**config.mk**
```make
export PLATFORM = sky130hd
export DESIGN_NAME = i2c_master_status
export DESIGN_NICKNAME = d
export VERILOG_FILES = /design/src/logic/mstat_pkg.sv /design/src/logic/i2c_master_status.sv
export SDC_FILE = /design/constraint.sdc
export NUM_CORES = 1
export LEC_CHECK = 0
export ABC_AREA = 0
export BUFFER_PORTS_ARGS = -buffer_cell sky130_fd_sc_hd__buf_4
export CORE_MARGIN = 5
export CORE_UTILIZATION = 45
export DETAILED_ROUTE_END_ITERATION = 8
export GPL_TIMING_DRIVEN = 0
export PLACE_DENSITY = 0.81
export SLEW_MARGIN = 20
export SYNTH_ARGS = -nofsm -noshare
export SYNTH_HDL_FRONTEND = slang
export SYNTH_SLANG_ARGS = --single-unit
```
**constraint.sdc**
```tcl
create_clock -name clk -period 3.42 [get_ports clk]
set_clock_uncertainty 0.15 [all_clocks]
set_input_delay 0.342 -clock clk [delete_from_list [all_inputs] [get_ports clk]]
set_output_delay 0.342 -clock clk [all_outputs]
set_load 0.02 [all_outputs]
```
**src/logic/mstat_pkg.sv**
```systemverilog
// constants and types for the i2c master status logic
// ----------------------------------------------------------------------------
// Function
// - bit 14 shows filtered clock line level, reset value one
// - bit 13 shows filtered data line level, reset value one
// - bit 12 tx underflow set on empty-fifo termination when tx irq enabled; read clears
// - bit 11 set only when this master drives stop; no interrupt; read clears
// - bit 10 bus busy set on start, cleared on stop
// - bit 9 set when byte written into full rx fifo; read clears
// - bit 8 set on any stop while master enabled; interrupt if enabled; read clears
// - bit 7 set on data byte not acknowledged; interrupt if enabled; read clears
// - bit 6 high while master enabled and its state machine services a transaction
// - bit 5 set on arbitration loss; interrupt if enabled; read clears
// - bit 4 set on address not acknowledged; interrupt if enabled; read clears
// - bit 3 high while rx fifo holds data; interrupt if enabled
// - bit 2 high when direction write and tx fifo not full; interrupt if enabled
// - bits 1:0 tx fifo level: 00 empty, 10 one byte, 11 full
// - status register 16 bits, resets to 0x6000 apart from bits 3, 2 and 1:0, which follow the engine levels
// - clearing master enable gates the master clock; keep enabled until done
// ----------------------------------------------------------------------------
package mstat_pkg;
    localparam logic [31:0] ctrl_addr = 32'h40003000;
    localparam logic [31:0] status_addr = 32'h40003004;
    localparam logic [31:0] irq_status_addr = 32'h40003100;
    localparam logic [31:0] irq_enable_addr = 32'h40003104;
    localparam logic [31:0] irq_clear_addr = 32'h40003108;
    localparam int addr_w = 32;
    localparam logic [15:0] status_reset = 16'h6000;
    localparam int bit_scl = 14;
    localparam int bit_sda = 13;
    localparam int bit_txuf = 12;
    localparam int bit_ostop = 11;
    localparam int bit_busy = 10;
    localparam int bit_rxof = 9;
    localparam int bit_done = 8;
    localparam int bit_dnak = 7;
    localparam int bit_mact = 6;
    localparam int bit_arbitration_lost_flag = 5;
    localparam int bit_anak = 4;
    localparam int bit_rxreq = 3;
    localparam int bit_txreq = 2;
    localparam int ctl_done_ie = 8;
    localparam int ctl_nak_ie = 7;
    localparam int ctl_arbitration_lost_flag_ie = 6;
    localparam int ctl_tx_ie = 5;
    localparam int ctl_rx_ie = 4;
    localparam int ctl_on = 0;
    localparam logic [15:0] ctrl_mask = 16'h01f1;
    localparam logic [1:0] lvl_empty = 2'h0;
    localparam logic [1:0] lvl_one = 2'h2;
    localparam logic [1:0] lvl_full = 2'h3;
    localparam logic [1:0] resp_okay = 2'h0;
    localparam logic [1:0] resp_slverr = 2'h2;
    localparam logic [2:0] filt_len = 3'h3;

    // events from the protocol engine, one-cycle pulses
    typedef struct packed {
        logic start_seen;
        logic stop_seen;
        logic own_stop;
        logic tx_empty_end;
        logic rx_write_full;
        logic data_noack;
        logic addr_noack;
        logic arb_lost;
    } engine_event_type;

    // levels from the engine and fifos
    typedef struct packed {
        logic servicing;
        logic dir_read;
        logic rx_has_data;
        logic [1:0] tx_count;
    } engine_level_type;
endpackage

```
**src/logic/i2c_master_status.sv**
```systemverilog
// i2c master status register with axi4-lite slave and interrupt
//
// Decided for this implementation: register access over AXI4-Lite.
`timescale 1ns/100ps
module i2c_master_status
    import mstat_pkg::*;
(
    input wire logic clk,
    input wire logic rst_n,
    input wire logic [addr_w-1:0] s_axi_awaddr,
    input wire logic s_axi_awvalid,
    output logic s_axi_awready,
    input wire logic [31:0] s_axi_wdata,
    input wire logic [3:0] s_axi_wstrb,
    input wire logic s_axi_wvalid,
    output logic s_axi_wready,
    output logic [1:0] s_axi_bresp,
    output logic s_axi_bvalid,
    input wire logic s_axi_bready,
    input wire logic [addr_w-1:0] s_axi_araddr,
    input wire logic s_axi_arvalid,
    output logic s_axi_arready,
    output logic [31:0] s_axi_rdata,
    output logic [1:0] s_axi_rresp,
    output logic s_axi_rvalid,
    input wire logic s_axi_rready,
    input wire logic scl_in,
    input wire logic sda_in,
    input wire engine_event_type ev,
    input wire engine_level_type lv,
    output logic master_clk_en,
    output logic irq
);

// ----------------------------------------------------------------------------
// glitch filters
// ----------------------------------------------------------------------------
logic [2:0] scl_cnt_ff;
logic [2:0] sda_cnt_ff;
logic scl_raw_ff;
logic sda_raw_ff;
logic scl_f_ff;
logic sda_f_ff;

function automatic logic [2:0] filt_next(input logic raw, input logic cur, input logic [2:0] c);
    if (raw == cur) begin
        filt_next = 3'h0;
    end else begin
        filt_next = c + 3'h1;
    end
endfunction

always_ff @(posedge clk or negedge rst_n) begin
    if (!rst_n) begin
        scl_raw_ff <= 1'b1;
        sda_raw_ff <= 1'b1;
        scl_cnt_ff <= 3'h0;
        sda_cnt_ff <= 3'h0;
        scl_f_ff <= 1'b1;
        sda_f_ff <= 1'b1;
    end else begin
        scl_raw_ff <= scl_in;
        sda_raw_ff <= sda_in;
        scl_cnt_ff <= filt_next(scl_raw_ff, scl_f_ff, scl_cnt_ff);
        sda_cnt_ff <= filt_next(sda_raw_ff, sda_f_ff, sda_cnt_ff);
        if (filt_next(scl_raw_ff, scl_f_ff, scl_cnt_ff) == filt_len) begin
            scl_f_ff <= scl_raw_ff;
            scl_cnt_ff <= 3'h0;
        end
        if (filt_next(sda_raw_ff, sda_f_ff, sda_cnt_ff) == filt_len) begin
            sda_f_ff <= sda_raw_ff;
            sda_cnt_ff <= 3'h0;
        end
    end
end

// ----------------------------------------------------------------------------
// bus write channel
// ----------------------------------------------------------------------------
logic aw_got_ff;
logic w_got_ff;
logic [addr_w-1:0] aw_addr_ff;
logic [31:0] w_data_ff;
logic [3:0] w_strb_ff;
logic bvalid_ff;
logic [1:0] bresp_ff;
logic do_write;
logic awready_ff;
logic wready_ff;
logic nxt_aw_got;
logic nxt_w_got;
logic nxt_bvalid;

assign s_axi_awready = awready_ff;
assign s_axi_wready = wready_ff;
assign s_axi_bvalid = bvalid_ff;
assign s_axi_bresp = bresp_ff;
assign do_write = aw_got_ff && w_got_ff && !bvalid_ff;

// next channel state, so the ready flags can be registered
always_comb begin
    nxt_aw_got = aw_got_ff || (s_axi_awvalid && awready_ff);
    nxt_w_got = w_got_ff || (s_axi_wvalid && wready_ff);
    nxt_bvalid = bvalid_ff && !s_axi_bready;
    if (do_write) begin
        nxt_aw_got = 1'b0;
        nxt_w_got = 1'b0;
        nxt_bvalid = 1'b1;
    end
end

always_ff @(posedge clk or negedge rst_n) begin
    if (!rst_n) begin
        awready_ff <= 1'b1;
        wready_ff <= 1'b1;
    end else begin
        awready_ff <= !nxt_aw_got && !nxt_bvalid;
        wready_ff <= !nxt_w_got && !nxt_bvalid;
    end
end

always_ff @(posedge clk or negedge rst_n) begin
    if (!rst_n) begin
        aw_got_ff <= 1'b0;
        w_got_ff <= 1'b0;
        aw_addr_ff <= '0;
        w_data_ff <= 32'h0;
        w_strb_ff <= 4'h0;
        bvalid_ff <= 1'b0;
        bresp_ff <= resp_okay;
    end else begin
        if (s_axi_awvalid && s_axi_awready) begin
            aw_got_ff <= 1'b1;
            aw_addr_ff <= s_axi_awaddr;
        end
        if (s_axi_wvalid && s_axi_wready) begin
            w_got_ff <= 1'b1;
            w_data_ff <= s_axi_wdata;
            w_strb_ff <= s_axi_wstrb;
        end
        if (do_write) begin
            aw_got_ff <= 1'b0;
            w_got_ff <= 1'b0;
            bvalid_ff <= 1'b1;
            case (aw_addr_ff)
                ctrl_addr, irq_enable_addr, irq_clear_addr: begin
                    bresp_ff <= resp_okay;
                end
                status_addr, irq_status_addr: begin
                    bresp_ff <= resp_okay;
                end
                default: begin
                    bresp_ff <= resp_slverr;
                end
            endcase
        end else if (bvalid_ff && s_axi_bready) begin
            bvalid_ff <= 1'b0;
        end
    end
end

function automatic logic [15:0] merge16(input logic [15:0] old, input logic [31:0] d,
                                        input logic [3:0] s);
    merge16 = old;
    if (s[0]) begin
        merge16[7:0] = d[7:0];
    end
    if (s[1]) begin
        merge16[15:8] = d[15:8];
    end
endfunction

// ----------------------------------------------------------------------------
// control and interrupt registers
// ----------------------------------------------------------------------------
logic [15:0] ctrl_ff;
logic [15:0] ien_ff;
logic [15:0] iclr;

assign iclr = (do_write && aw_addr_ff == irq_clear_addr) ? merge16(16'h0, w_data_ff, w_strb_ff)
                                                        : 16'h0;

always_ff @(posedge clk or negedge rst_n) begin
    if (!rst_n) begin
        ctrl_ff <= 16'h0;
        ien_ff <= 16'h0;
    end else if (do_write) begin
        if (aw_addr_ff == ctrl_addr) begin
            ctrl_ff <= merge16(ctrl_ff, w_data_ff, w_strb_ff) & ctrl_mask;
        end
        if (aw_addr_ff == irq_enable_addr) begin
            ien_ff <= merge16(ien_ff, w_data_ff, w_strb_ff);
        end
    end
end

logic master_on;
assign master_on = ctrl_ff[ctl_on];

always_ff @(posedge clk or negedge rst_n) begin
    if (!rst_n) begin
        master_clk_en <= 1'b0;
    end else begin
        master_clk_en <= master_on;
    end
end

// ----------------------------------------------------------------------------
// read channel
// ----------------------------------------------------------------------------
logic rvalid_ff;
logic [31:0] rdata_ff;
logic [1:0] rresp_ff;
logic status_read;
logic [15:0] status_word;
logic [15:0] ist_ff;
logic arready_ff;
logic nxt_rvalid;

assign s_axi_arready = arready_ff;
assign nxt_rvalid = (s_axi_arvalid && arready_ff) || (rvalid_ff && !s_axi_rready);
assign s_axi_rvalid = rvalid_ff;
assign s_axi_rdata = rdata_ff;
assign s_axi_rresp = rresp_ff;
assign status_read = s_axi_arvalid && s_axi_arready && s_axi_araddr == status_addr;

// one read in flight: address refused while an answer stands
always_ff @(posedge clk or negedge rst_n) begin
    if (!rst_n) begin
        arready_ff <= 1'b1;
    end else begin
        arready_ff <= !nxt_rvalid;
    end
end

always_ff @(posedge clk or negedge rst_n) begin
    if (!rst_n) begin
        rvalid_ff <= 1'b0;
        rdata_ff <= 32'h0;
        rresp_ff <= resp_okay;
    end else if (s_axi_arvalid && s_axi_arready) begin
        rvalid_ff <= 1'b1;
        rresp_ff <= resp_okay;
        case (s_axi_araddr)
            ctrl_addr: rdata_ff <= {16'h0, ctrl_ff};
            status_addr: rdata_ff <= {16'h0, status_word};
            irq_status_addr: rdata_ff <= {16'h0, ist_ff};
            irq_enable_addr: rdata_ff <= {16'h0, ien_ff};
            irq_clear_addr: rdata_ff <= 32'h0;
            default: begin
                rdata_ff <= 32'h0;
                rresp_ff <= resp_slverr;
            end
        endcase
    end else if (rvalid_ff && s_axi_rready) begin
        rvalid_ff <= 1'b0;
    end
end

// ----------------------------------------------------------------------------
// status flags
// ----------------------------------------------------------------------------
logic txuf_ff;
logic ostop_ff;
logic busy_ff;
logic rxof_ff;
logic done_ff;
logic dnak_ff;
logic arbitration_lost_flag_ff;
logic anak_ff;
logic tx_req;
logic [1:0] tx_level;

// set wins over a read in the same cycle
function automatic logic sticky(input logic cur, input logic set, input logic clr);
    sticky = set | (cur & !clr);
endfunction

always_ff @(posedge clk or negedge rst_n) begin
    if (!rst_n) begin
        txuf_ff <= 1'b0;
        ostop_ff <= 1'b0;
        rxof_ff <= 1'b0;
        done_ff <= 1'b0;
        dnak_ff <= 1'b0;
        arbitration_lost_flag_ff <= 1'b0;
        anak_ff <= 1'b0;
    end else begin
        txuf_ff <= sticky(txuf_ff, ev.tx_empty_end && ctrl_ff[ctl_tx_ie], status_read);
        ostop_ff <= sticky(ostop_ff, ev.own_stop, status_read);
        rxof_ff <= sticky(rxof_ff, ev.rx_write_full, status_read);
        done_ff <= sticky(done_ff, ev.stop_seen && master_on, status_read);
        dnak_ff <= sticky(dnak_ff, ev.data_noack, status_read);
        arbitration_lost_flag_ff <= sticky(arbitration_lost_flag_ff, ev.arb_lost, status_read);
        anak_ff <= sticky(anak_ff, ev.addr_noack, status_read);
    end
end

always_ff @(posedge clk or negedge rst_n) begin
    if (!rst_n) begin
        busy_ff <= 1'b0;
    end else if (ev.start_seen) begin
        busy_ff <= 1'b1;
    end else if (ev.stop_seen) begin
        busy_ff <= 1'b0;
    end
end

assign tx_req = !lv.dir_read && lv.tx_count != 2'h2;
assign tx_level = (lv.tx_count == 2'h0) ? lvl_empty :
                  (lv.tx_count == 2'h1) ? lvl_one : lvl_full;

always_comb begin
    status_word = 16'h0;
    status_word[bit_scl] = scl_f_ff;
    status_word[bit_sda] = sda_f_ff;
    status_word[bit_txuf] = txuf_ff;
    status_word[bit_ostop] = ostop_ff;
    status_word[bit_busy] = busy_ff;
    status_word[bit_rxof] = rxof_ff;
    status_word[bit_done] = done_ff;
    status_word[bit_dnak] = dnak_ff;
    status_word[bit_mact] = lv.servicing && master_on;
    status_word[bit_arbitration_lost_flag] = arbitration_lost_flag_ff;
    status_word[bit_anak] = anak_ff;
    status_word[bit_rxreq] = lv.rx_has_data;
    status_word[bit_txreq] = tx_req;
    status_word[1:0] = tx_level;
end

// ----------------------------------------------------------------------------
// interrupt status, enable, clear
// ----------------------------------------------------------------------------
logic [15:0] irq_src;
logic [15:0] ist_set;

always_comb begin
    irq_src = 16'h0;
    irq_src[bit_done] = done_ff && ctrl_ff[ctl_done_ie];
    irq_src[bit_dnak] = dnak_ff && ctrl_ff[ctl_nak_ie];
    irq_src[bit_anak] = anak_ff && ctrl_ff[ctl_nak_ie];
    irq_src[bit_arbitration_lost_flag] = arbitration_lost_flag_ff && ctrl_ff[ctl_arbitration_lost_flag_ie];
    irq_src[bit_rxreq] = lv.rx_has_data && ctrl_ff[ctl_rx_ie];
    irq_src[bit_txreq] = tx_req && ctrl_ff[ctl_tx_ie];
end

assign ist_set = irq_src;

always_ff @(posedge clk or negedge rst_n) begin
    if (!rst_n) begin
        ist_ff <= 16'h0;
    end else begin
        ist_ff <= ist_set | (ist_ff & ~iclr);
    end
end

always_ff @(posedge clk or negedge rst_n) begin
    if (!rst_n) begin
        irq <= 1'b0;
    end else begin
        irq <= |((ist_set | (ist_ff & ~iclr)) & ien_ff);
    end
end

endmodule // i2c_master_status

```
==> flow_metrics.py, run 1 <==
metrics = {
    "setup_path": {
        "cpPeakStageDelay_ns": 0.56,
        "worst-setup-path-type": "register to register",
        "crit_fanout": 4,
        "timing.critical_path.from": "aw_addr_ff[5]",
        "critical-path-top-delay-family": "simple AND/OR/NAND/NOR gates",
        "cp-start-kind": "register",
        "worst-endpoint-required_ns": 3.54,
        "crit_chain": "nor4_1 > nand4_1 > o41a_2 > a22oi_1 > and4_1 > nand4_1",
        "cell_at_the_slowest_stage_of_the_critical_path": "sky130_fd_sc_hd__o41a_2",
        "cpMostUsedCell": "sky130_fd_sc_hd__nand4_1",
        "critical_path_arrival_ns": 2.59,
        "crit-reg2reg-launch": "aw_addr_ff[5]",
        "cp-end-kind": "register",
        "critical_path_buf_inv_count": 0,
    },
    "timing": {
        "fmax_mhz": 405,
        "unrepaired_setup_endpoints_after_global_routing": "false",
        "setup-violations-final": 0,
        "timing.setup.tns_ns": 0,
        "final-max-slew-violation-count": 0,
        "worst_slew_pin_slew_ns": 0.653,
        "slew_headroom_pct": 56.5,
        "timing.final.crit_share_pct": 72.2,
        "final_min_period_ns": 2.47,
        "final_hold_viol_count": 0,
    },
    "clock_network": {
        "clock_sink_count": 133,
        "cts_tree": "built",
        "clk_pin_slew_worst_paths_ns": 0.06,
        "ctsLongestPathBuffers": 2,
        "root_buffer": "sky130_fd_sc_hd__clkbuf_16",
        "clock_latency_of_the_later_clocked_register_in_the_worst_skew_pair_ns": 0.42,
        "htreeDepth": 4,
        "tritoncts.num_buffers": 17,
    },
    "logic_synthesis": {
        "yosys.cell_types.count": 60,
        "synth_compound_gate_area_share_pct": 10.8,
        "synthesized_instance_count": 481,
        "synth_top_flop_cell": "sky130_fd_sc_hd__dfrtp_1",
        "yosys.area_share.adder_pct": 0.414,
        "synth_seq_cells": 133,
        "synth-warning-count": 0,
        "post_synth.cell_area_avg_um2": 12.6,
        "ys_seq_area_share_pct": 55.3,
        "synth-async-reset-ratio_pct": 100,
        "synth_simple_gate_area_share_pct": 13.2,
        "synth_top_family_by_area": "multiplexers",
        "post_synth_mux_area_share_pct": 15.4,
        "xor_xnor_share_of_the_synthesized_area_pct": 0.580,
        "netlist_area_um2": 6040,
        "synth_enable_flop_cells": 0,
    },
    "floorplanning": {
        "die_area_um2": 15800,
        "starting_density_of_the_core_pct": 45.8,
        "fp.dieH_um": 126,
        "number_of_top_level_pins": 165,
        "rows": 42,
        "chipWidth_um": 126,
        "fp.coreArea_um2": 13200,
    },
    "global_routing": {
        "grt_pass1_wl_mm": 24.6,
        "global_route.usage.total_pct": 19.5,
        "grt_max_degree": 80,
        "number_of_antenna_violations_at_the_first_check_in_global_routing": 1,
        "vias_in_the_first_global_route": 4869,
        "globalRoute.totalOverflow": 0,
    },
    "finish": {
        "layout-drive-gt1-share_pct": 40.3,
        "instances_no_fill": 871,
        "layout.nets": 806,
        "syn_to_final_growth_pct": 36.0,
        "post_route_core_utilization_pct": 62.3,
        "n_fill_cell": 1018,
    },
    "pwr": {
        "powerDensity_nw_per_um2": 618,
        "total_leakage_power_nw": 3.75,
        "irDropWorstVdd_mv": 0.460,
        "fin_total_pwr_mw": 5.07,
    },
    "job": {
        "cap_viol_max_count": 0,
    },
    "route": {
        "drt_pre_antenna_iters": 7,
        "avgViaCountPerCell": 5.26,
        "mean_routed_wirelength_per_cell_um": 17.3,
        "drt_first_iter_violations": 334,
        "drc_errors": 0,
        "finalWirelength_mm": 15.1,
        "vias": 4582,
        "antenna_nets_post_route": 0,
    },
    "place": {
        "gp_congestion": 0.857,
        "number_of_instances_in_the_placed_design": 802,
        "io_buffer_count": 127,
        "hpwl_after_detailed_placement_mm": 11.3,
    },
    "outcome": {
        "run_status": "completed",
    },
    "worst_hold_path": {
        "hold_class": "primary input to register",
        "hp-start": "s_axi_awaddr[13]",
    },
}
==> synth_stat cells, types with 3 or more instances <==
| master | count | area [um^2] |
|---|---|---|
| sky130_fd_sc_hd__dfrtp_1 | 126 | 3150 |
| sky130_fd_sc_hd__a311oi_1 | 3 | 26.3 |
| sky130_fd_sc_hd__nor3b_1 | 5 | 37.5 |
| sky130_fd_sc_hd__a222oi_1 | 5 | 50.1 |
| sky130_fd_sc_hd__o31a_1 | 6 | 52.6 |
| sky130_fd_sc_hd__a31oi_1 | 4 | 25.0 |
| sky130_fd_sc_hd__a22oi_1 | 11 | 82.6 |
| sky130_fd_sc_hd__buf_1 | 5 | 18.8 |
| sky130_fd_sc_hd__a22o_1 | 7 | 61.3 |
| sky130_fd_sc_hd__o41a_2 | 3 | 37.5 |
| sky130_fd_sc_hd__nor4b_1 | 4 | 35.0 |
| sky130_fd_sc_hd__nand4_4 | 4 | 85.1 |
| sky130_fd_sc_hd__nor4_4 | 3 | 63.8 |
| sky130_fd_sc_hd__a21oi_1 | 7 | 35.0 |
| sky130_fd_sc_hd__nor2b_1 | 6 | 37.5 |
| sky130_fd_sc_hd__clkbuf_1 | 8 | 30.0 |
| sky130_fd_sc_hd__o21ai_0 | 18 | 90.1 |
| sky130_fd_sc_hd__dfstp_2 | 7 | 184 |
| sky130_fd_sc_hd__nor2_1 | 14 | 52.6 |
| sky130_fd_sc_hd__buf_4 | 18 | 135 |
| sky130_fd_sc_hd__nand4_1 | 12 | 75.1 |
| sky130_fd_sc_hd__xnor2_1 | 4 | 35.0 |
| sky130_fd_sc_hd__nand3_1 | 3 | 15.0 |
| sky130_fd_sc_hd__a21o_1 | 6 | 45.0 |
| sky130_fd_sc_hd__mux2_2 | 76 | 856 |
| sky130_fd_sc_hd__o31ai_1 | 9 | 67.6 |
| sky130_fd_sc_hd__nand2_1 | 40 | 150 |
| sky130_fd_sc_hd__nor3_1 | 4 | 20.0 |
| sky130_fd_sc_hd__nor4_1 | 7 | 43.8 |
| sky130_fd_sc_hd__buf_2 | 3 | 15.0 |
| sky130_fd_sc_hd__inv_1 | 14 | 52.6 |
==> worst reg2reg max path, stage by stage, from the launching register on <==
cell and delay, ns:
sky130_fd_sc_hd__dfrtp_1 0.42, sky130_fd_sc_hd__nor4_1 0.38, sky130_fd_sc_hd__nand4_1 0.29, sky130_fd_sc_hd__o41a_2 0.56, sky130_fd_sc_hd__a22oi_1 0.17, sky130_fd_sc_hd__and4_1 0.24, sky130_fd_sc_hd__nand4_1 0.12
==> metal layers <==
layer	GRT usage, %	part of all wire, %	wire length, um	up-vias
met1	23.5	41	6180	2216
met5	0	0	0	-
met3	7.45	9.0	1350	14
met4	5.87	1.1	167	0
met2	32.6	49	7400	201
li1	-	-	-	2151
==> power breakdown <==
| part | leakage (nW) | total (mW) | switching [mW] | internal [mW] |
|---|---|---|---|---|
| Combinational | 1.82 | 1.09 | 0.482 | 0.604 |
| Sequential | 1.67 | 2.34 | 0.371 | 1.97 |
| Clock | 0.258 | 1.65 | 0.619 | 1.03 |
| Total | 3.75 | 5.07 | 1.47 | 3.60 |
==> what timing repair did <==
item | 4_1_cts | 5_1_grt
hold endpoints to repair | 83 | 1
buffers inserted | 0 | 0
hold buffers | 36 | 1
resized for setup | 0 | 0
setup endpoints to repair | 0 | 0
==> worst paths after layout <==
check | slack, ns | cells past startpoint | to
worst min-delay path | 0.02 | 2 | aw_addr_ff[13]
worst max register to register | 0.95 | 6 | irq
worst max-delay path | 0.95 | 6 | irq
worst min register to register | 0.27 | 1 | s_axi_wready
min in group asynchronous | 0.29 | 2 | aw_addr_ff[7]
max in group asynchronous | 2.03 | 3 | s_axi_arready
==> sequential cells by signal, indices dropped and copies added (netlist names), 2 cells and up <==
| signal | cells |
|---|---|
| aw_addr_ff | 32 |
| ien_ff | 16 |
| ist_ff | 16 |
| s_axi_rdata | 16 |
| w_data_ff | 16 |
| ctrl_ff | 6 |
| scl_cnt_ff | 3 |
| sda_cnt_ff | 3 |
| w_strb_ff | 2 |
==> kinds of logic after synthesis <==
| logic type | after synthesis |
|---|---|
| AO/OA/AOI/OAI | 88 |
| XOR/XNOR | 4 |
| adder cells (fa/ha/maj) | 2 |
| buffers and inverters | 49 |
| flip-flops | 133 |
| multiplexers | 82 |
| other | 1 |
| AND/OR/NAND/NOR | 122 |
==> cell usage in the layout, fill, tap and decap left out, types with 5 or more instances in the layout <==
cell type,count
sky130_fd_sc_hd__buf_1,5
sky130_fd_sc_hd__a21oi_1,7
sky130_fd_sc_hd__mux2_2,76
sky130_fd_sc_hd__nor2b_1,6
sky130_fd_sc_hd__clkbuf_1,15
sky130_fd_sc_hd__nand4_1,12
sky130_fd_sc_hd__dfrtp_1,126
sky130_fd_sc_hd__nor4_1,7
sky130_fd_sc_hd__inv_1,14
sky130_fd_sc_hd__dlygate4sd3_1,37
sky130_fd_sc_hd__conb_1,18
sky130_fd_sc_hd__clkbuf_16,17
sky130_fd_sc_hd__a21o_1,6
sky130_fd_sc_hd__dfstp_2,7
sky130_fd_sc_hd__nor2_1,14
sky130_fd_sc_hd__nand2_1,40
sky130_fd_sc_hd__a22oi_1,11
sky130_fd_sc_hd__o31ai_1,9
sky130_fd_sc_hd__o31a_1,6
sky130_fd_sc_hd__o21ai_0,18
sky130_fd_sc_hd__buf_4,144
sky130_fd_sc_hd__a222oi_1,5
sky130_fd_sc_hd__a22o_1,7
sky130_fd_sc_hd__nor3b_1,5
==> metrics by stage <==
stage,hold slack [ns],instance area (um^2),setup slack (ns)
2_1_floorplan,-0.104,6100,1.31
3_3_place_gp,0.259,7280,1.07
3_5_place_dp,0.188,7310,0.978
4_1_cts,0.000108,8200,0.958
5_1_grt,0.00297,8210,0.847
6_report,0.0150,8210,0.950
==> layout make-up <==
type | instances | area, um^2 | area share [%]
diodes | 1 | 2.50 | 0.0305
plain buffers | 35 | 210 | 2.56
clock buffers | 26 | 479 | 5.84
clock inverters | 5 | 52.6 | 0.640
inverters | 14 | 52.6 | 0.640
multi-input cells | 316 | 2500 | 30.5
flip-flops and latches | 133 | 3340 | 40.6
well taps | 176 | 220 | 2.68
repair buffers | 165 | 1360 | 16.5
Power figures use the tool's default switching activity.
==> run 2, diff against run 1 <==
--- a/config.mk
+++ b/config.mk
@@ -11,7 +11,7 @@
 export CORE_UTILIZATION = 45
 export DETAILED_ROUTE_END_ITERATION = 8
 export GPL_TIMING_DRIVEN = 0
-export PLACE_DENSITY = 0.81
+export PLACE_DENSITY = 0.84
 export SLEW_MARGIN = 20
 export SYNTH_ARGS = -nofsm -noshare
 export SYNTH_HDL_FRONTEND = slang
==> constraint.sdc (replaced) <==
create_clock -name clk -period 2.15 [get_ports clk]
set_clock_uncertainty 0.15 [all_clocks]
set_input_delay 0.215 -clock clk [delete_from_list [all_inputs] [get_ports clk]]
set_output_delay 0.215 -clock clk [all_outputs]
set_load 0.02 [all_outputs]
==> run 2 against run 1 <==
The flow now finishes with violations (setup timing). Via count up 10%. Critical endpoint unchanged. Fmax rose by 3.5%. First-iteration DRC count increased by 31%. Flip-flop and latch count did not move. Cell count is 6.2% higher. Critical path depth is 1 higher. Clock power grew 64%. Total power is 68% higher. Combinational power rose by 86%.
==> flow_metrics.py, run 2 (synthesis results as in run 1) <==
metrics = {
    "route": {
        "drt_first_iter_violations": 436,
        "drt_pre_antenna_iters": 6,
        "finalWirelength_mm": 18.2,
        "vias": 5040,
        "antenna_nets_post_route": 0,
        "avgViaCountPerCell": 5.45,
        "drc_errors": 0,
        "mean_routed_wirelength_per_cell_um": 19.6,
    },
    "finish": {
        "layout.nets": 861,
        "most-common-layout-cells": "158 x sky130_fd_sc_hd__buf_4, 125 x sky130_fd_sc_hd__dfrtp_1, 76 x sky130_fd_sc_hd__mux2_2",
        "max_flop_register": "aw_addr_ff",
        "instances_no_fill": 925,
        "num_antenna_cells": 0,
        "syn_to_final_growth_pct": 47.7,
        "fin_area_um2": 8920,
        "layout_commonest_cell": "sky130_fd_sc_hd__buf_4",
        "n_fill_cell": 903,
        "layout-drive-gt1-share_pct": 43.1,
        "largest_reg_flops": 32,
    },
    "job": {
        "cap_viol_max_count": 0,
    },
    "place": {
        "hpwl_after_detailed_placement_mm": 11.4,
        "number_of_instances_in_the_placed_design": 802,
        "io_buffer_count": 127,
        "place_area_um2": 7310,
        "gp_congestion": 0.931,
    },
    "global_routing": {
        "grt_pass1_wl_mm": 28.9,
        "globalRoute.totalOverflow": 0,
        "vias_in_the_first_global_route": 5488,
        "grt_max_degree": 70,
        "number_of_antenna_violations_at_the_first_check_in_global_routing": 0,
        "global_route.usage.total_pct": 23.0,
    },
    "clock_network": {
        "clock_latency_of_the_later_clocked_register_in_the_worst_skew_pair_ns": 0.42,
        "clock_sink_count": 133,
        "root_buffer": "sky130_fd_sc_hd__clkbuf_16",
        "tritoncts.num_buffers": 17,
        "htreeDepth": 4,
        "clk_pin_slew_worst_paths_ns": 0.05,
        "cts_tree": "built",
        "ctsLongestPathBuffers": 2,
    },
    "floorplanning": {
        "fp.coreArea_um2": 13200,
        "starting_density_of_the_core_pct": 45.8,
        "number_of_top_level_pins": 165,
        "chipWidth_um": 126,
        "fp.dieH_um": 126,
        "rows": 42,
        "die_area_um2": 15800,
    },
    "setup_path": {
        "cp-end-kind": "register",
        "cpPeakStageDelay_ns": 0.43,
        "worst-endpoint-required_ns": 2.26,
        "crit_fanout": 5,
        "cell_at_the_slowest_stage_of_the_critical_path": "sky130_fd_sc_hd__dfrtp_1",
        "cp-start-kind": "register",
        "critical-path-top-delay-family": "simple AND/OR/NAND/NOR gates",
        "critical_path_arrival_ns": 2.50,
        "critical_path_buf_inv_count": 1,
        "crit_chain": "nor4_4 > buf_4 > nand4_4 > o31a_1 > a22oi_2 > and4_1 > nand4_1",
        "worst-setup-path-type": "register to register",
    },
    "pwr": {
        "powerDensity_nw_per_um2": 958,
        "total_leakage_power_nw": 4.06,
        "irDropWorstVdd_mv": 0.936,
        "fin_total_pwr_mw": 8.54,
    },
    "timing": {
        "fmax_mhz": 419,
        "setup-violations-final": 24,
        "worst_hold_slack_across_all_endpoints_ns": 0.0449,
        "final_hold_viol_count": 0,
        "timing.setup.tns_ns": -2.60,
        "timing.final.crit_share_pct": 111,
        "unrepaired_setup_endpoints_after_global_routing": "true",
        "slew_headroom_pct": 52.7,
        "worst_slew_pin_slew_ns": 0.709,
        "final-max-slew-violation-count": 0,
        "pnr_worst_setup_slack_ns": -0.236,
        "final_min_period_ns": 2.39,
    },
    "outcome": {
        "run_status": "finished, violations left",
        "violations_in_the_final_reports": "setup timing",
    },
    "worst_hold_path": {
        "hold_class": "primary input to register",
    },
}
run 2: layout make-up:
| cell class | count | area, um^2 | share of cell area (%) |
|---|---|---|---|
| sequential | 133 | 3340 | 37.4 |
| inverter | 14 | 52.6 | 0.589 |
| buffer | 34 | 209 | 2.34 |
| tap | 176 | 220 | 2.47 |
| multi-input combinational | 318 | 2670 | 29.9 |
| clock buffer | 27 | 503 | 5.64 |
| clock inverter | 4 | 45.0 | 0.505 |
| timing repair buffer | 219 | 1880 | 21.1 |
run 2: layer usage:
| layer | track usage (%) | routed length (um) | vias to the layer above |
|---|---|---|---|
| li1 | - | - | 2277 |
| met1 | 26.3 | 6710 | 2462 |
| met2 | 40.5 | 9340 | 268 |
| met3 | 8.85 | 1720 | 33 |
| met4 | 6.18 | 393 | 0 |
| met5 | 0 | 0 | - |
run 2: what timing repair did:
item / CTS / global route
cloned: 2 / 0
setup endpoints to repair: 13 / 26
hold endpoints to repair: 127 / 0
gates resized for setup: 19 / 24
hold buffers: 70 / 0
buffers inserted: 15 / 6
pin swaps: 23 / 4
run 2: worst paths after layout:
kind,cells past startpoint,start,endpoint,slack (ns)
setup / recovery,7,aw_addr_ff[4],irq,-0.24
hold / removal,3,s_axi_arvalid,s_axi_rresp[1],0.04
max in group asynchronous,3,rst_n,s_axi_arready,0.86
hold reg to reg,1,w_got_ff,s_axi_wready,0.27
min in group asynchronous,2,rst_n,aw_addr_ff[9],0.20
setup reg to reg,7,aw_addr_ff[4],irq,-0.24
run 2: through the flow:
stage                     utilization (%)  setup slack (ns)
after detailed placement             55.4            -0.245
after global placement               55.2            -0.189
after CTS                            66.7            -0.111
after floorplan                         -            0.0357
after global routing                 67.6            -0.321
final                                67.6            -0.236
run 2: power breakdown:
group	leakage, nW	switching [mW]	internal (mW)	total (mW)
Clock	0.271	1.01	1.70	2.71
Sequential	1.67	0.671	3.13	3.80
Combinational	2.12	0.930	1.10	2.03
Total	4.06	2.61	5.93	8.54
run 2: worst register-to-register path: cells and delay by family, from the launching register on:
| kind | cells | cell delay [ns] |
|---|---|---|
| AOI/OAI and AO/OA | 2 | 0.59 |
| DFF | 1 | 0.43 |
| buffers and inverters | 1 | 0.20 |
| and+or+nand+nor | 4 | 0.87 |
==> run 3, diff against run 2 <==
--- a/config.mk
+++ b/config.mk
@@ -7,6 +7,7 @@
 export LEC_CHECK = 0
 export ABC_AREA = 0
 export BUFFER_PORTS_ARGS = -buffer_cell sky130_fd_sc_hd__buf_4
+export CORE_ASPECT_RATIO = 0.8
 export CORE_MARGIN = 5
 export CORE_UTILIZATION = 45
 export DETAILED_ROUTE_END_ITERATION = 8
==> run 3 against run 2 <==
The run still ends with setup timing left. Count of clock-buffer cells in the layout shrank 8. Die area about the same. Setup slack improved by 0.010 ns. Global-route usage up 0.40 points. Total power rose by 4.6%. Cell count is 0.65% higher. Core utilization increased by 1.5 points. Critical path type unchanged. Largest cell class unchanged. Highest routed layer unchanged.
==> flow_metrics.py, run 3 (synthesis results as in run 1) <==
metrics = {
    "outcome": {
        "run_status": "finished, violations left",
        "violations_in_the_final_reports": "setup timing",
    },
    "global_routing": {
        "grt_pass1_wl_mm": 29.3,
        "global_route.usage.total_pct": 23.4,
        "grt_max_degree": 79,
        "globalRoute.totalOverflow": 0,
        "vias_in_the_first_global_route": 5589,
        "number_of_antenna_violations_at_the_first_check_in_global_routing": 1,
    },
    "floorplanning": {
        "number_of_top_level_pins": 165,
        "fp.coreArea_um2": 13000,
        "rows": 37,
        "chipWidth_um": 140,
        "fp.dieH_um": 114,
        "die_area_um2": 15800,
        "starting_density_of_the_core_pct": 46.4,
    },
    "place": {
        "io_buffer_count": 127,
        "hpwl_after_detailed_placement_mm": 11.8,
        "number_of_instances_in_the_placed_design": 801,
        "dp_worst_setup_slack_ns": -0.229,
        "gp_congestion": 0.910,
    },
    "timing": {
        "unrepaired_setup_endpoints_after_global_routing": "true",
        "final-max-slew-violation-count": 0,
        "final_min_period_ns": 2.38,
        "final_hold_viol_count": 0,
        "setup-violations-final": 24,
        "worst_slew_pin_slew_ns": 0.728,
        "fmax_mhz": 421,
        "pnr_worst_setup_slack_ns": -0.226,
        "slew_headroom_pct": 51.5,
        "worst_hold_slack_across_all_endpoints_ns": 0.0217,
        "timing.final.crit_share_pct": 111,
    },
    "route": {
        "vias": 5096,
        "mean_routed_wirelength_per_cell_um": 19.7,
        "drt_first_iter_violations": 359,
        "antenna_nets_post_route": 0,
        "drt_pre_antenna_iters": 5,
        "avgViaCountPerCell": 5.47,
        "finalWirelength_mm": 18.4,
        "drc_errors": 0,
    },
    "worst_hold_path": {
        "hold_class": "primary input to register",
        "hold-path-cell-count": 3,
        "hp-start": "lv[1]",
        "hold-path-endpoint": "s_axi_rdata[0]",
    },
    "setup_path": {
        "critical_path_arrival_ns": 2.50,
        "timing.critical_path.from": "aw_addr_ff[15]",
        "reg2reg_to": "irq",
        "cp-end-kind": "register",
        "crit_fanout": 4,
        "ff2ff_path_depth": 7,
        "crit-reg2reg-launch": "aw_addr_ff[15]",
        "setup_slack_of_the_worst_register_to_register_path_ns": -0.23,
        "worst-endpoint-required_ns": 2.27,
        "worst-setup-path-type": "register to register",
        "cp-start-kind": "register",
    },
    "finish": {
        "instances_no_fill": 931,
        "most-common-layout-cells": "165 x sky130_fd_sc_hd__buf_4, 125 x sky130_fd_sc_hd__dfrtp_1, 76 x sky130_fd_sc_hd__mux2_2",
        "layout_commonest_cell": "sky130_fd_sc_hd__buf_4",
        "layout-drive-gt1-share_pct": 44.2,
        "layout.nets": 866,
        "post_route_core_utilization_pct": 69.1,
        "max_flop_register": "aw_addr_ff",
        "n_fill_cell": 880,
        "largest_reg_flops": 32,
        "syn_to_final_growth_pct": 48.9,
    },
    "clock_network": {
        "cts_tree": "built",
        "clk_pin_slew_worst_paths_ns": 0.06,
        "tritoncts.num_buffers": 17,
        "ctsLongestPathBuffers": 2,
        "root_buffer": "sky130_fd_sc_hd__clkbuf_16",
        "clock_sink_count": 133,
        "clock_latency_of_the_later_clocked_register_in_the_worst_skew_pair_ns": 0.42,
        "htreeDepth": 4,
    },
    "pwr": {
        "total_leakage_power_nw": 4.10,
        "powerDensity_nw_per_um2": 994,
        "irDropWorstVdd_mv": 0.939,
    },
    "job": {
        "cap_viol_max_count": 0,
    },
}
-- run 3: cell count changes in the layout (fill, tap and decap cells not counted), moves of 3 or more --
cell / change
sky130_fd_sc_hd__buf_4: +7
sky130_fd_sc_hd__o21ai_2: -4
sky130_fd_sc_hd__o21ai_1: +4
sky130_fd_sc_hd__clkinvlp_4: +4
sky130_fd_sc_hd__clkbuf_1: -4
sky130_fd_sc_hd__clkbuf_8: -3
-- run 3: where the power goes --
group	internal (mW)	switching [mW]	total (mW)	leakage, nW
sequential	3.13	0.698	3.82	1.67
clock	1.85	1.11	2.96	0.285
combinational	1.19	0.968	2.15	2.14
total	6.16	2.78	8.94	4.10
-- run 3: final cells by class --
type | instances | area (um^2) | area share (%)
buffer | 35 | 213 | 2.37
antenna | 1 | 2.50 | 0.0278
tap | 175 | 219 | 2.44
timing repair buffer | 223 | 1890 | 21.1
inverter | 14 | 52.6 | 0.585
clock buffer | 19 | 443 | 4.93
clock inverter | 13 | 158 | 1.75
sequential | 133 | 3340 | 37.1
multi-input combinational | 318 | 2670 | 29.7
-- run 3: metal layers --
metal / track usage (%) / vias to the layer above / share of wire [%]
met2: 39.9 / 277 / 49
met3: 9.22 / 35 / 11
met4: 6.98 / 0 / 1.8
met5: 0 / - / 0
li1: - / 2292 / -
met1: 27.5 / 2492 / 39
-- run 3: how the worst max path moves through the flow --
stage                     end  slack, ns
global route              irq      -0.32
finish                    irq      -0.23
floorplan           ien_ff[4]       0.04
detailed placement        irq      -0.23
global placement          irq      -0.20
CTS                       irq      -0.16
-- run 3: per-stage QoR --
stage	setup TNS (ns)	power, mW	instance area, um^2
after floorplan	0	4.78	6100
after global placement	-1.02	5.27	7270
after detailed placement	-2.37	5.43	7310
after CTS	-0.935	8.75	8900
after global routing	-4.97	9.31	8990
final	-3.74	8.94	8990
-- run 3: critical path, cell delays in order, from the launching register on --
cell,delay [ns]
sky130_fd_sc_hd__dfrtp_1,0.42
sky130_fd_sc_hd__nor4bb_4,0.34
sky130_fd_sc_hd__nand4_1,0.17
sky130_fd_sc_hd__buf_6,0.17
sky130_fd_sc_hd__o41a_2,0.49
sky130_fd_sc_hd__a22oi_2,0.14
sky130_fd_sc_hd__and4_1,0.23
sky130_fd_sc_hd__nand4_1,0.11
-- run 3: repair_timing --
action                                 CTS  global route
resized for setup                       31            10
setup buffers                           21             5
gates cloned                             1             1
endpoints found under the hold margin  139             0
setup endpoints to repair               23            25
pin swaps                               18             7
hold buffers                            69             0
